==> config.mk <==
export PLATFORM = sky130hd
export DESIGN_NAME = usblc_lpm_ctrl
export DESIGN_NICKNAME = d
export VERILOG_FILES = /design/src/logic/usblc_pkg.sv /design/src/logic/usblc_evt_if.sv /design/src/logic/usblc_flags.sv /design/src/logic/usblc_wake_timer.sv /design/src/logic/usblc_lpm_ctrl.sv
export SDC_FILE = /design/constraint.sdc
export NUM_CORES = 1
export LEC_CHECK = 0
export BUFFER_PORTS_ARGS = -buffer_cell sky130_fd_sc_hd__buf_2
export CORE_MARGIN = 2
export CORE_UTILIZATION = 49
export DETAILED_ROUTE_END_ITERATION = 12
export GPL_ROUTABILITY_DRIVEN = 0
export GPL_TIMING_DRIVEN = 0
export PLACE_DENSITY_LB_ADDON = 0.08
export SETUP_SLACK_MARGIN = 0.02
export SYNTH_ARGS = -nofsm -noshare
export SYNTH_HDL_FRONTEND = slang
export SYNTH_HIERARCHICAL = 1
export SYNTH_SLANG_ARGS = --single-unit
export TNS_END_PERCENT = 30
==> constraint.sdc <==
create_clock -name sys_clk -period 2.8 [get_ports sys_clk]
set_input_delay 0.56 -clock sys_clk [delete_from_list [all_inputs] [get_ports sys_clk]]
set_output_delay 0.56 -clock sys_clk [all_outputs]
set_load 0.05 [all_outputs]
==> src/logic/usblc_pkg.sv <==
package usblc_pkg;
   // register indices; byte address is four times the index
   localparam logic [31:0] ATTR_IDX = 32'h400A0360;
   localparam logic [31:0] CTL_IDX = 32'h400A0362;
   localparam logic [31:0] IEN_IDX = 32'h400A0363;
   localparam logic [31:0] FLAGS_IDX = 32'h400A0364;
   localparam int unsigned DEC_LSB = 2;
   localparam int unsigned DEC_W = 8;
   // control fields
   localparam int unsigned CTL_ARM_BIT = 0;
   localparam int unsigned CTL_WAKE_BIT = 1;
   localparam int unsigned CTL_LVL_LSB = 2;
   localparam int unsigned CTL_NAK_BIT = 4;
   localparam logic [1:0] LVL_NONE_A = 2'h0;
   localparam logic [1:0] LVL_NONE_B = 2'h1;
   localparam logic [1:0] LVL_STALL = 2'h2;
   localparam logic [1:0] LVL_FULL = 2'h3;
   localparam logic [1:0] LVL_RST = 2'h0;
   localparam logic [5:0] IEN_RST = 6'h00;
   localparam logic [5:0] FLAGS_RST = 6'h00;
   localparam logic [15:0] ATTR_RST = 16'h0000;
   // event bit positions, shared by flags and enables
   localparam int unsigned NEV = 6;
   localparam int unsigned EV_STALL = 0;
   localparam int unsigned EV_NYET = 1;
   localparam int unsigned EV_ACK = 2;
   localparam int unsigned EV_PEND = 3;
   localparam int unsigned EV_RES = 4;
   localparam int unsigned EV_ERR = 5;
   // requested link state field of the attribute word
   localparam int unsigned LS_LSB = 0;
   localparam logic [3:0] LS_L1 = 4'h1;
   // remote wake signalling time
   localparam int unsigned CLK_NS = 100;
   localparam int unsigned WAKE_NS = 50000;
   localparam int unsigned WAKE_CYC = WAKE_NS / CLK_NS;
   typedef enum logic [1:0] {
      RESP_NONE, RESP_STALL, RESP_NYET, RESP_ACK
   } usblc_resp_e;
endpackage : usblc_pkg

==> src/logic/usblc_evt_if.sv <==
`timescale 1ns/1ps
interface usblc_evt_if;
   logic [5:0] evt;
   logic [5:0] clr;
   logic [5:0] enable;
   logic [5:0] flags;
   logic irq_n;
   modport ctrl (output evt, clr, enable, input flags, irq_n);
   modport flag (input evt, clr, enable, output flags, irq_n);
endinterface : usblc_evt_if

==> src/logic/usblc_flags.sv <==
`timescale 1ns/1ps
module usblc_flags (
   input wire logic sys_clk, // clock
   input wire logic rst_n, // sync reset
   usblc_evt_if.flag ev // events, clears, enables
);
   logic [5:0] flags_ff;
   logic [5:0] nxt_flags;

   // a set in the clearing cycle survives
   assign nxt_flags = (flags_ff & ~ev.clr) | ev.evt;

   always_ff @(posedge sys_clk) begin
      if (!rst_n) begin
         flags_ff <= usblc_pkg::FLAGS_RST;
      end else begin
         flags_ff <= nxt_flags;
      end
   end

   assign ev.flags = flags_ff;
   assign ev.irq_n = ~|(flags_ff & ev.enable);
endmodule : usblc_flags

==> src/logic/usblc_wake_timer.sv <==
`timescale 1ns/1ps
module usblc_wake_timer #(
   parameter int unsigned CYC = usblc_pkg::WAKE_CYC
) (
   input wire logic sys_clk, // clock
   input wire logic rst_n, // sync reset
   input wire logic start, // request pulse
   output logic busy, // resume being driven
   output logic done // pulse at the end
);
   localparam int CNT_W = $clog2(CYC + 1);
   logic [CNT_W-1:0] cnt_ff;
   logic busy_ff;
   logic done_ff;

   // a start while busy is dropped, so a run is never cut or stretched
   always_ff @(posedge sys_clk) begin
      if (!rst_n) begin
         cnt_ff <= '0;
         busy_ff <= 1'b0;
         done_ff <= 1'b0;
      end else begin
         done_ff <= 1'b0;
         if (!busy_ff && start) begin
            cnt_ff <= CNT_W'(CYC - 1);
            busy_ff <= 1'b1;
         end else if (busy_ff && cnt_ff == '0) begin
            busy_ff <= 1'b0;
            done_ff <= 1'b1;
         end else if (busy_ff) begin
            cnt_ff <= cnt_ff - 1'b1;
         end
      end
   end

   assign busy = busy_ff;
   assign done = done_ff;
endmodule : usblc_wake_timer

==> src/logic/usblc_lpm_ctrl.sv <==
`timescale 1ns/1ps
// Behaviour
// suspend nak forces NAK except LPM
// nak starts after LPM suspend, holds till cleared
// level 00/01 gives no LPM response
// level 10 answers LPM with STALL
// level 11 answers NYET or ACK; code answers STALL to a reserved link state
// wake write drives resume for 50 us
// wake bit clears itself after signalling
// armed bit moves to L1 on next LPM
// arm only effective at level 11
// arm and level settable in one write
// armed, empty FIFOs: ACK, disarm, flag
// armed, data pending: NYET, stay armed, flag
// enables gate interrupt only, flags still set
// six enables map to six LPM events
// writing wake zero has no effect
// attributes captured on ACK, else held; code also captures on a reserved link state STALL and takes software writes
// host asks L1 with link state 0001
// flags clear on read, drive active-low irq
module usblc_lpm_ctrl (
   input wire logic sys_clk, // 10 MHz clock
   input wire logic rst_n, // sync reset
   input wire logic wb_cyc_i, // wishbone cycle
   input wire logic wb_stb_i, // wishbone strobe
   input wire logic wb_we_i, // wishbone write
   input wire logic [31:0] wb_adr_i, // byte address
   input wire logic [3:0] wb_sel_i, // byte lanes
   input wire logic [31:0] wb_dat_i, // write data
   output logic [31:0] wb_dat_o, // read data
   output logic wb_ack_o, // wishbone ack
   input wire logic lpm_tok_valid, // LPM token received
   input wire logic [15:0] lpm_tok_attr, // LPM packet attributes
   input wire logic tx_data_pending, // any tx FIFO not empty
   input wire logic bus_resumed, // resume seen on bus
   output logic lpm_resp_valid, // response strobe
   output usblc_pkg::usblc_resp_e lpm_resp, // response kind
   output logic nak_all, // NAK non-LPM traffic
   output logic resume_drive, // drive resume signalling
   output logic l1_enter, // enter L1 pulse
   output logic usb_int_n // LPM interrupt, low active
);
   logic req;
   logic ack_ff;
   logic [31:0] rdat_ff;
   logic [31:0] nxt_rdat;
   logic wr_now;
   logic rd_now;
   logic wr_ctl;
   logic wr_ien;
   logic wr_attr_lo;
   logic wr_attr_hi;
   logic rd_flags;
   logic nak_en_ff;
   logic [1:0] level_ff;
   logic arm_ff;
   logic [5:0] ien_ff;
   logic [15:0] attr_ff;
   logic susp_ff;
   logic nak_ff;
   logic resp_v_ff;
   usblc_pkg::usblc_resp_e resp_ff;
   usblc_pkg::usblc_resp_e nxt_resp;
   logic [5:0] evt_ff;
   logic [5:0] nxt_evt;
   logic arm_clr;
   logic cap;
   logic l1_ff;
   logic wake_go;
   logic wake_busy;
   logic wake_done;
   logic [7:0] ctl_rd;

   usblc_evt_if ev ();

   function automatic logic hit(input logic [31:0] adr,
                                input logic [31:0] idx);
      hit = adr[usblc_pkg::DEC_LSB +: usblc_pkg::DEC_W]
            == idx[usblc_pkg::DEC_W-1:0];
   endfunction : hit

   // ---- wishbone slave: ack one cycle after the request
   assign req = wb_cyc_i & wb_stb_i;
   assign wr_now = req & wb_we_i & ack_ff;
   assign rd_now = req & ~wb_we_i & ack_ff;
   assign wr_ctl = wr_now & wb_sel_i[0]
                   & hit(wb_adr_i, usblc_pkg::CTL_IDX);
   assign wr_ien = wr_now & wb_sel_i[0]
                   & hit(wb_adr_i, usblc_pkg::IEN_IDX);
   assign wr_attr_lo = wr_now & wb_sel_i[0]
                       & hit(wb_adr_i, usblc_pkg::ATTR_IDX);
   assign wr_attr_hi = wr_now & wb_sel_i[1]
                       & hit(wb_adr_i, usblc_pkg::ATTR_IDX);
   assign rd_flags = rd_now & hit(wb_adr_i, usblc_pkg::FLAGS_IDX);

   always_ff @(posedge sys_clk) begin
      if (!rst_n) begin
         ack_ff <= 1'b0;
      end else begin
         ack_ff <= req & ~ack_ff;
      end
   end

   assign ctl_rd = {3'h0, nak_en_ff, level_ff, wake_busy, arm_ff};

   // unmapped words read as zero and ignore writes
   always_comb begin
      nxt_rdat = 32'h0000_0000;
      if (hit(wb_adr_i, usblc_pkg::CTL_IDX)) begin
         nxt_rdat[7:0] = ctl_rd;
      end else if (hit(wb_adr_i, usblc_pkg::IEN_IDX)) begin
         nxt_rdat[5:0] = ien_ff;
      end else if (hit(wb_adr_i, usblc_pkg::FLAGS_IDX)) begin
         nxt_rdat[5:0] = ev.flags;
      end else if (hit(wb_adr_i, usblc_pkg::ATTR_IDX)) begin
         nxt_rdat[15:0] = attr_ff;
      end
   end

   always_ff @(posedge sys_clk) begin
      if (!rst_n) begin
         rdat_ff <= 32'h0000_0000;
      end else if (req && !ack_ff) begin
         rdat_ff <= nxt_rdat;
      end
   end

   assign wb_dat_o = rdat_ff;
   assign wb_ack_o = ack_ff;

   // only bits already shown to software are cleared
   assign ev.clr = rd_flags ? rdat_ff[5:0] : 6'h00;

   // ---- control register
   always_ff @(posedge sys_clk) begin
      if (!rst_n) begin
         nak_en_ff <= 1'b0;
         level_ff <= usblc_pkg::LVL_RST;
      end else if (wr_ctl) begin
         nak_en_ff <= wb_dat_i[usblc_pkg::CTL_NAK_BIT];
         level_ff <= wb_dat_i[usblc_pkg::CTL_LVL_LSB +: 2];
      end
   end

   // hardware disarm wins over a software write in the same cycle
   always_ff @(posedge sys_clk) begin
      if (!rst_n) begin
         arm_ff <= 1'b0;
      end else if (arm_clr) begin
         arm_ff <= 1'b0;
      end else if (wr_ctl) begin
         arm_ff <= wb_dat_i[usblc_pkg::CTL_ARM_BIT];
      end
   end

   // only a written one starts the timer
   assign wake_go = wr_ctl & wb_dat_i[usblc_pkg::CTL_WAKE_BIT];

   usblc_wake_timer u_wake (
      .sys_clk(sys_clk),
      .rst_n(rst_n),
      .start(wake_go),
      .busy(wake_busy),
      .done(wake_done)
   );

   assign resume_drive = wake_busy;

   // ---- interrupt enables
   always_ff @(posedge sys_clk) begin
      if (!rst_n) begin
         ien_ff <= usblc_pkg::IEN_RST;
      end else if (wr_ien) begin
         ien_ff <= wb_dat_i[usblc_pkg::NEV-1:0];
      end
   end

   assign ev.enable = ien_ff;

   // ---- LPM token response
   always_comb begin
      nxt_resp = usblc_pkg::RESP_NONE;
      nxt_evt = 6'h00;
      arm_clr = 1'b0;
      cap = 1'b0;
      if (lpm_tok_valid) begin
         unique case (level_ff)
            usblc_pkg::LVL_NONE_A, usblc_pkg::LVL_NONE_B: begin
               nxt_resp = usblc_pkg::RESP_NONE;
            end
            usblc_pkg::LVL_STALL: begin
               nxt_resp = usblc_pkg::RESP_STALL;
               nxt_evt[usblc_pkg::EV_STALL] = 1'b1;
            end
            usblc_pkg::LVL_FULL: begin
               if (lpm_tok_attr[usblc_pkg::LS_LSB +: 4]
                   != usblc_pkg::LS_L1) begin
                  // reserved link state: refuse, keep payload
                  nxt_resp = usblc_pkg::RESP_STALL;
                  nxt_evt[usblc_pkg::EV_ERR] = 1'b1;
                  cap = 1'b1;
               end else if (!arm_ff) begin
                  nxt_resp = usblc_pkg::RESP_NYET;
                  nxt_evt[usblc_pkg::EV_NYET] = 1'b1;
               end else if (tx_data_pending) begin
                  nxt_resp = usblc_pkg::RESP_NYET;
                  nxt_evt[usblc_pkg::EV_PEND] = 1'b1;
               end else begin
                  nxt_resp = usblc_pkg::RESP_ACK;
                  nxt_evt[usblc_pkg::EV_ACK] = 1'b1;
                  arm_clr = 1'b1;
                  cap = 1'b1;
               end
            end
         endcase
      end
   end

   always_ff @(posedge sys_clk) begin
      if (!rst_n) begin
         resp_v_ff <= 1'b0;
         resp_ff <= usblc_pkg::RESP_NONE;
         l1_ff <= 1'b0;
      end else begin
         resp_v_ff <= lpm_tok_valid && level_ff[1];
         resp_ff <= nxt_resp;
         l1_ff <= arm_clr;
      end
   end

   assign lpm_resp_valid = resp_v_ff;
   assign lpm_resp = resp_ff;
   assign l1_enter = l1_ff;

   // events go to the flags one cycle after the token
   always_ff @(posedge sys_clk) begin
      if (!rst_n) begin
         evt_ff <= 6'h00;
      end else begin
         evt_ff <= nxt_evt;
         evt_ff[usblc_pkg::EV_RES] <= bus_resumed | wake_done;
      end
   end

   assign ev.evt = evt_ff;

   usblc_flags u_flags (
      .sys_clk(sys_clk),
      .rst_n(rst_n),
      .ev(ev)
   );

   assign usb_int_n = ev.irq_n;

   // ---- attribute capture
   always_ff @(posedge sys_clk) begin
      if (!rst_n) begin
         attr_ff <= usblc_pkg::ATTR_RST;
      end else if (cap) begin
         attr_ff <= lpm_tok_attr;
      end else begin
         if (wr_attr_lo) begin
            attr_ff[7:0] <= wb_dat_i[7:0];
         end
         if (wr_attr_hi) begin
            attr_ff[15:8] <= wb_dat_i[15:8];
         end
      end
   end

   // ---- LPM suspend and NAK hold
   always_ff @(posedge sys_clk) begin
      if (!rst_n) begin
         susp_ff <= 1'b0;
      end else if (arm_clr) begin
         susp_ff <= 1'b1;
      end else if (bus_resumed || wake_done) begin
         susp_ff <= 1'b0;
      end
   end

   // once caught, the hold outlives the suspend until software clears
   always_ff @(posedge sys_clk) begin
      if (!rst_n) begin
         nak_ff <= 1'b0;
      end else if (!nak_en_ff) begin
         nak_ff <= 1'b0;
      end else if (susp_ff) begin
         nak_ff <= 1'b1;
      end
   end

   assign nak_all = nak_ff;
endmodule : usblc_lpm_ctrl

* Yosys cells after proc, flatten, opt, wreduce, memory -nomap -nowiden *
Cells that the tools add are included.

word-level totals
  register bits = 72
  input bits = 92
  output and inout bits = 40
  logic and storage cells = 120

operators by class
  $add $sub $neg = 1
  eq/ne operators = 9
  mux-type cells = 35
  bitwise operators = 26
  reductions and logical operators = 26

operators with widths
  cell                   count
  $eq A8 B7 Y1 const B   4
  $mux W16               2
  $mux W8                4
  $mux W9                3
  $mux W10               2
  $mux W1                19
  $mux W6                3
  $and A1 B1 Y1          14
  $and A6 B6 Y6          2
  $reduce_bool A2 Y1     5
  $logic_not A9 Y1       1
  $sub A9 B1 Y9 const B  1
  $reduce_and A2 Y1      4
  $not A1 Y1             7
  $not A6 Y6             1
  $or A6 B6 Y6           1
  $pmux W2 S3            1
  $reduce_or A2 Y1       3
  $reduce_or A6 Y1       1
  $reduce_or A5 Y1       1
  $eq A2 B2 Y1 const B   2
  $logic_and A1 B1 Y1    4
  $ne A4 B1 Y1 const B   1
  $reduce_or A4 Y1       1
  other kinds (8)        10

* Depth between registers and ports, before layout *
  depth in word-level cells = 9
  mapped depth = 7
  depth with buffers taken out = 6

* By module *
Netlist, hierarchy kept.

by module, submodules not included
  module            times used  cells each  area each (µm²)  seq. area each (µm²)
  usblc_lpm_ctrl    1           287         2653.8           1101.1
  usblc_wake_timer  1           64          554.3            220.2
  usblc_flags       1           22          231.5            120.1

* Worst setup path before layout *
OpenSTA, ideal clock, no wires.

  kind = register to register
  start point = register ack_ff, in the netlist wb_ack_o
  end point = register u_wake.cnt_ff[6]
  library setup time = 0.091 ns
  data arrival time = 2.222 ns
  data required time = 2.709 ns
  path slack = 0.487 ns
  stages on the path, launching flop included = 8
  buffers on the path = 1
  clock period less this slack = 2.313 ns
  path through = dfxtp_1 and4_2 and4b_1 buf_2 and4_1 nor2b_1 a311oi_1 a311oi_1

between the ends
  longest elaborated chain between the ends = 7
  elaborated cells between the ends (all ways) = 9
  classes of those cells = eq/ne: 1; mux: 1; bitwise: 4; reduce/logical: 3

RTL lines
  element                                                              line                    text
  start, declared                                                      usblc_lpm_ctrl.sv:44    logic ack_ff;
  start signal, assigned                                               usblc_lpm_ctrl.sv:100   ack_ff <= req & ~ack_ff;
  $and A1 B1 Y1 *                                                      usblc_lpm_ctrl.sv:84    assign wr_now = req & wb_we_i & ack_ff;
  $and A1 B1 Y1 *                                                      usblc_lpm_ctrl.sv:86    assign wr_ctl = wr_now & wb_sel_i[0]
  $and A1 B1 Y1 *                                                      usblc_lpm_ctrl.sv:87    & hit(wb_adr_i, usblc_pkg::CTL_IDX);
  $and A1 B1 Y1 *                                                      usblc_lpm_ctrl.sv:157   assign wake_go = wr_ctl & wb_dat_i[usblc_pkg::CTL_WAKE_BIT];
  net wake_go                                                          usblc_lpm_ctrl.sv:69    logic wake_go;
  $logic_and A1 B1 Y1 *                                                usblc_wake_timer.sv:24  if (!busy_ff && start) begin
  $ne A2 B1 Y1 (no line) / $reduce_bool A2 Y1 (equally long branches)  -
  $reduce_and A2 Y1 (no line)                                          -
  end signal, assigned                                                 usblc_wake_timer.sv:25  cnt_ff <= CNT_W'(CYC - 1);
  end signal, assigned                                                 usblc_wake_timer.sv:31  cnt_ff <= cnt_ff - 1'b1;
  end, declared                                                        usblc_wake_timer.sv:12  logic [CNT_W-1:0] cnt_ff;

The timed path passes the listed nets; every way through them passes the cells marked *.
A chain may end at the register's enable or synchronous reset.

* Worst setup path in the final report *
Same ends and word-level chain as after synthesis.

==> results.txt <==
Min Clock Period, post-route: 2.33 ns
met3 routed WL: 550 um
worst rel slew slack: 0.612
WL final: 9130 um
placed cell count: 555
Clock Skew: 0.00685 ns
Worst EP arrival: 2.58 ns
clk root buf: clkbuf_8
FFs w/ async S/R, synth: 0
Mapped Area: 0.00344 mm2
Post-synth EDFFs: 0
LEAKAGE: 1.78 nW
crit path kind: flip-flop to flip-flop
# DRC: 0
worst stage delay on the critical path: 0.41 ns
clock tree buffer depth: 2
first-pass GRT wire length: 14200 um
clk sinks: 72
Critical Path End Type: flip-flop
CTS H-tree depth: 3
Worst path most repeated cell: a311oi_1
Total GRT Usage: 0.241
period utilization: 0.831
Max Slew Vio Count: 0
hold crit path type: flip-flop to flip-flop
die height: 87.8 um
max layer used: met4
Post-CTS Hold Buffers: 0
post-synthesis cell count: 373
initial antenna violation count: 0
TritonCTS clock tree: built
met1 wire length: 3990 um
Initial Util: 0.506
IO Port Bufs: 71
Worst Tran Pin Value: 0.581 ns
CP cell instances: and4_2 > and4b_1 > buf_2 > and4_1 > nor2b_1 > a311oi_1 > a311oi_1
Yosys reg bits: 72
Die Width: 87.8 um
Core Area: 0.00679 mm2
Cell Count, Final, Fillers Out: 571
remaining global-route overflow: 0
max-cap viol count: 0
Ys Warns: 6
post-cts resize count: 0
nets: 563
RSZ-0062 raised after global routing: no
post-route setup TNS: 0 ns
drt wl/cell: 16.0 um
Peak VDD IR: 0.317 mV
Worst R2R Setup Slack: 0.47 ns
Initial DRC Count: 202
max frequency: 430 MHz
final setup fails: 0
Antenna diodes: 0
share of cells above drive strength 1: 0.274
vias in the first global route: 2894
Critical Path Start Type: flip-flop
Core Rows: 30
I/O pin cnt: 132
Seq/Total Area, Yosys: 0.419
status: finished, final reports clean
Detailed Place HPWL: 6610 um
Post-DRT Antenna Nets: 0
P&R area growth vs syn: 21.7%
worst path required time: 3.05 ns
met2 wire len: 4490 um
Pre-Repair DR Iteration Count: 5
CTS Buf Count: 9
vias: 3195
vias per cell: 5.60
die area: 0.00771 mm2
worst-path fanout max: 10
insertion delay to the later sink of the worst-skew pair: 0.34 ns
Post-CTS Setup Inserts: 0
Slowest-stage cell, CP: nor2b_1
top_reg_cell synth: dfxtp_1
syn_area_per_cell: 9.22 um2
power per standard cell area: 505 mW/mm2
post-synth cell types: 67
largest net degree at the start of global routing: 12
clk slew on worst S/H paths: 0.07 ns
final hold viol count: 0
[layout make-up]
type	count	area, um2
plain buffers	37	241
fillers	628	2610
repair buffers	71	355
flip-flops and latches	72	1440
multi-input cells	271	1780
clock inverters	3	65.1
inverters	8	30.0
well taps	96	120
clock buffers	13	149
[worst max-delay path, delay by kind of cell (launching register included)]
kind | cells | cell delay [ns]
AO/OA/AOI/OAI | 2 | 0.37
flip-flops | 1 | 0.38
AND/OR/NAND/NOR | 4 | 1.25
buffers and inverters | 1 | 0.23
[worst paths after layout]
kind / from / endpoint / cells after the start
worst max-delay path: wb_ack_o / u_wake/cnt_ff[6] / 7
worst min-delay path: ev.evt[4] / u_flags/ev.flags[4] / 1
worst max register to register: wb_ack_o / u_wake/cnt_ff[6] / 7
worst min register to register: ev.evt[4] / u_flags/ev.flags[4] / 1
[placed cells by master (no fill, tap or decap), types with 10 or more instances in the layout]
cell | Yosys | final
nand2_1 | 19 | 19
buf_2 | 8 | 79
buf_4 | 16 | 16
nand4_1 | 10 | 10
a31oi_1 | 13 | 13
clkbuf_8 | 1 | 11
a22oi_1 | 13 | 13
o21a_1 | 13 | 13
nor2b_1 | 11 | 11
dfxtp_1 | 72 | 72
nor2_1 | 26 | 26
clkbuf_1 | 7 | 10
o21ai_0 | 19 | 19
conb_1 | 1 | 16
a21oi_1 | 24 | 24
[cell families after synthesis]
group,count (synthesis),share of synthesized area
AND/OR/NAND/NOR,125,0.226
AO/OA/AOI/OAI,119,0.243
flip-flops,72,0.419
buffers and inverters,45,0.0789
multiplexers,9,0.0262
adder cells (fa/ha/maj),1,0.00364
other,1,0.00109
XOR/XNOR,1,0.00255
[flip-flops by register name, indices dropped and copies added, names as in the netlist, 2 cells and up]
register	count
attr_ff	16
ev.enable	6
ev.evt	6
level_ff	2
lpm_resp	2
u_flags/ev.flags	6
u_wake/cnt_ff	9
wb_dat_o	16
[per-stage QoR]
stage	hold WS (ns)	util	instance area (um2)	setup WS, ns	power (W)
finish	0.441	0.616	4190	0.473	0.00211
global route	0.466	0.616	4190	0.282	0.00218
CTS	0.446	0.616	4190	0.485	0.00213
detailed placement	0.429	0.585	3970	0.205	0.00124
global placement	0.423	0.585	3970	0.225	0.00124
floorplan	0.418	-	3500	0.487	0.00118
[Yosys cell counts (2+ instances only)]
master | count | area, um2
dfxtp_1 | 72 | 1440
nor2_1 | 26 | 97.6
a21oi_1 | 24 | 120
nand2_1 | 19 | 71.3
o21ai_0 | 19 | 95.1
buf_4 | 16 | 120
a22oi_1 | 13 | 97.6
a31oi_1 | 13 | 81.3
o21a_1 | 13 | 97.6
nor2b_1 | 11 | 68.8
nand4_1 | 10 | 62.6
and2_1 | 9 | 56.3
mux2i_1 | 9 | 90.1
buf_2 | 8 | 40.0
nor3_1 | 8 | 40.0
o221a_1 | 8 | 90.1
and3_1 | 7 | 43.8
clkbuf_1 | 7 | 26.3
inv_1 | 7 | 26.3
o211ai_1 | 6 | 45.0
nand3_1 | 5 | 25.0
o31ai_1 | 4 | 30.0
buf_6 | 3 | 33.8
nand2b_1 | 3 | 18.8
a211oi_1 | 2 | 15.0
a21boi_0 | 2 | 15.0
a21o_4 | 2 | 30.0
a311oi_1 | 2 | 17.5
buf_1 | 2 | 7.51
nand3b_1 | 2 | 15.0
nor3b_1 | 2 | 15.0
nor4_1 | 2 | 12.5
or3b_2 | 2 | 17.5
or4_1 | 2 | 15.0
[where the power goes]
part / total [W] / switching [W] / leakage, nW / internal, W
Combinational: 0.000193 / 0.000127 / 1.09 / 0.0000661
Sequential: 0.00103 / 0.00000151 / 0.580 / 0.00103
Clock: 0.000893 / 0.000367 / 0.108 / 0.000526
Total: 0.00211 / 0.000496 / 1.78 / 0.00162
[layer usage]
layer	track usage	vias to the layer above
met5	0	-
met4	0.0685	0
met3	0.0537	13
met2	0.405	127
met1	0.312	1505
li1	-	1550
Note: power is estimated with default switching activity, not from simulation.
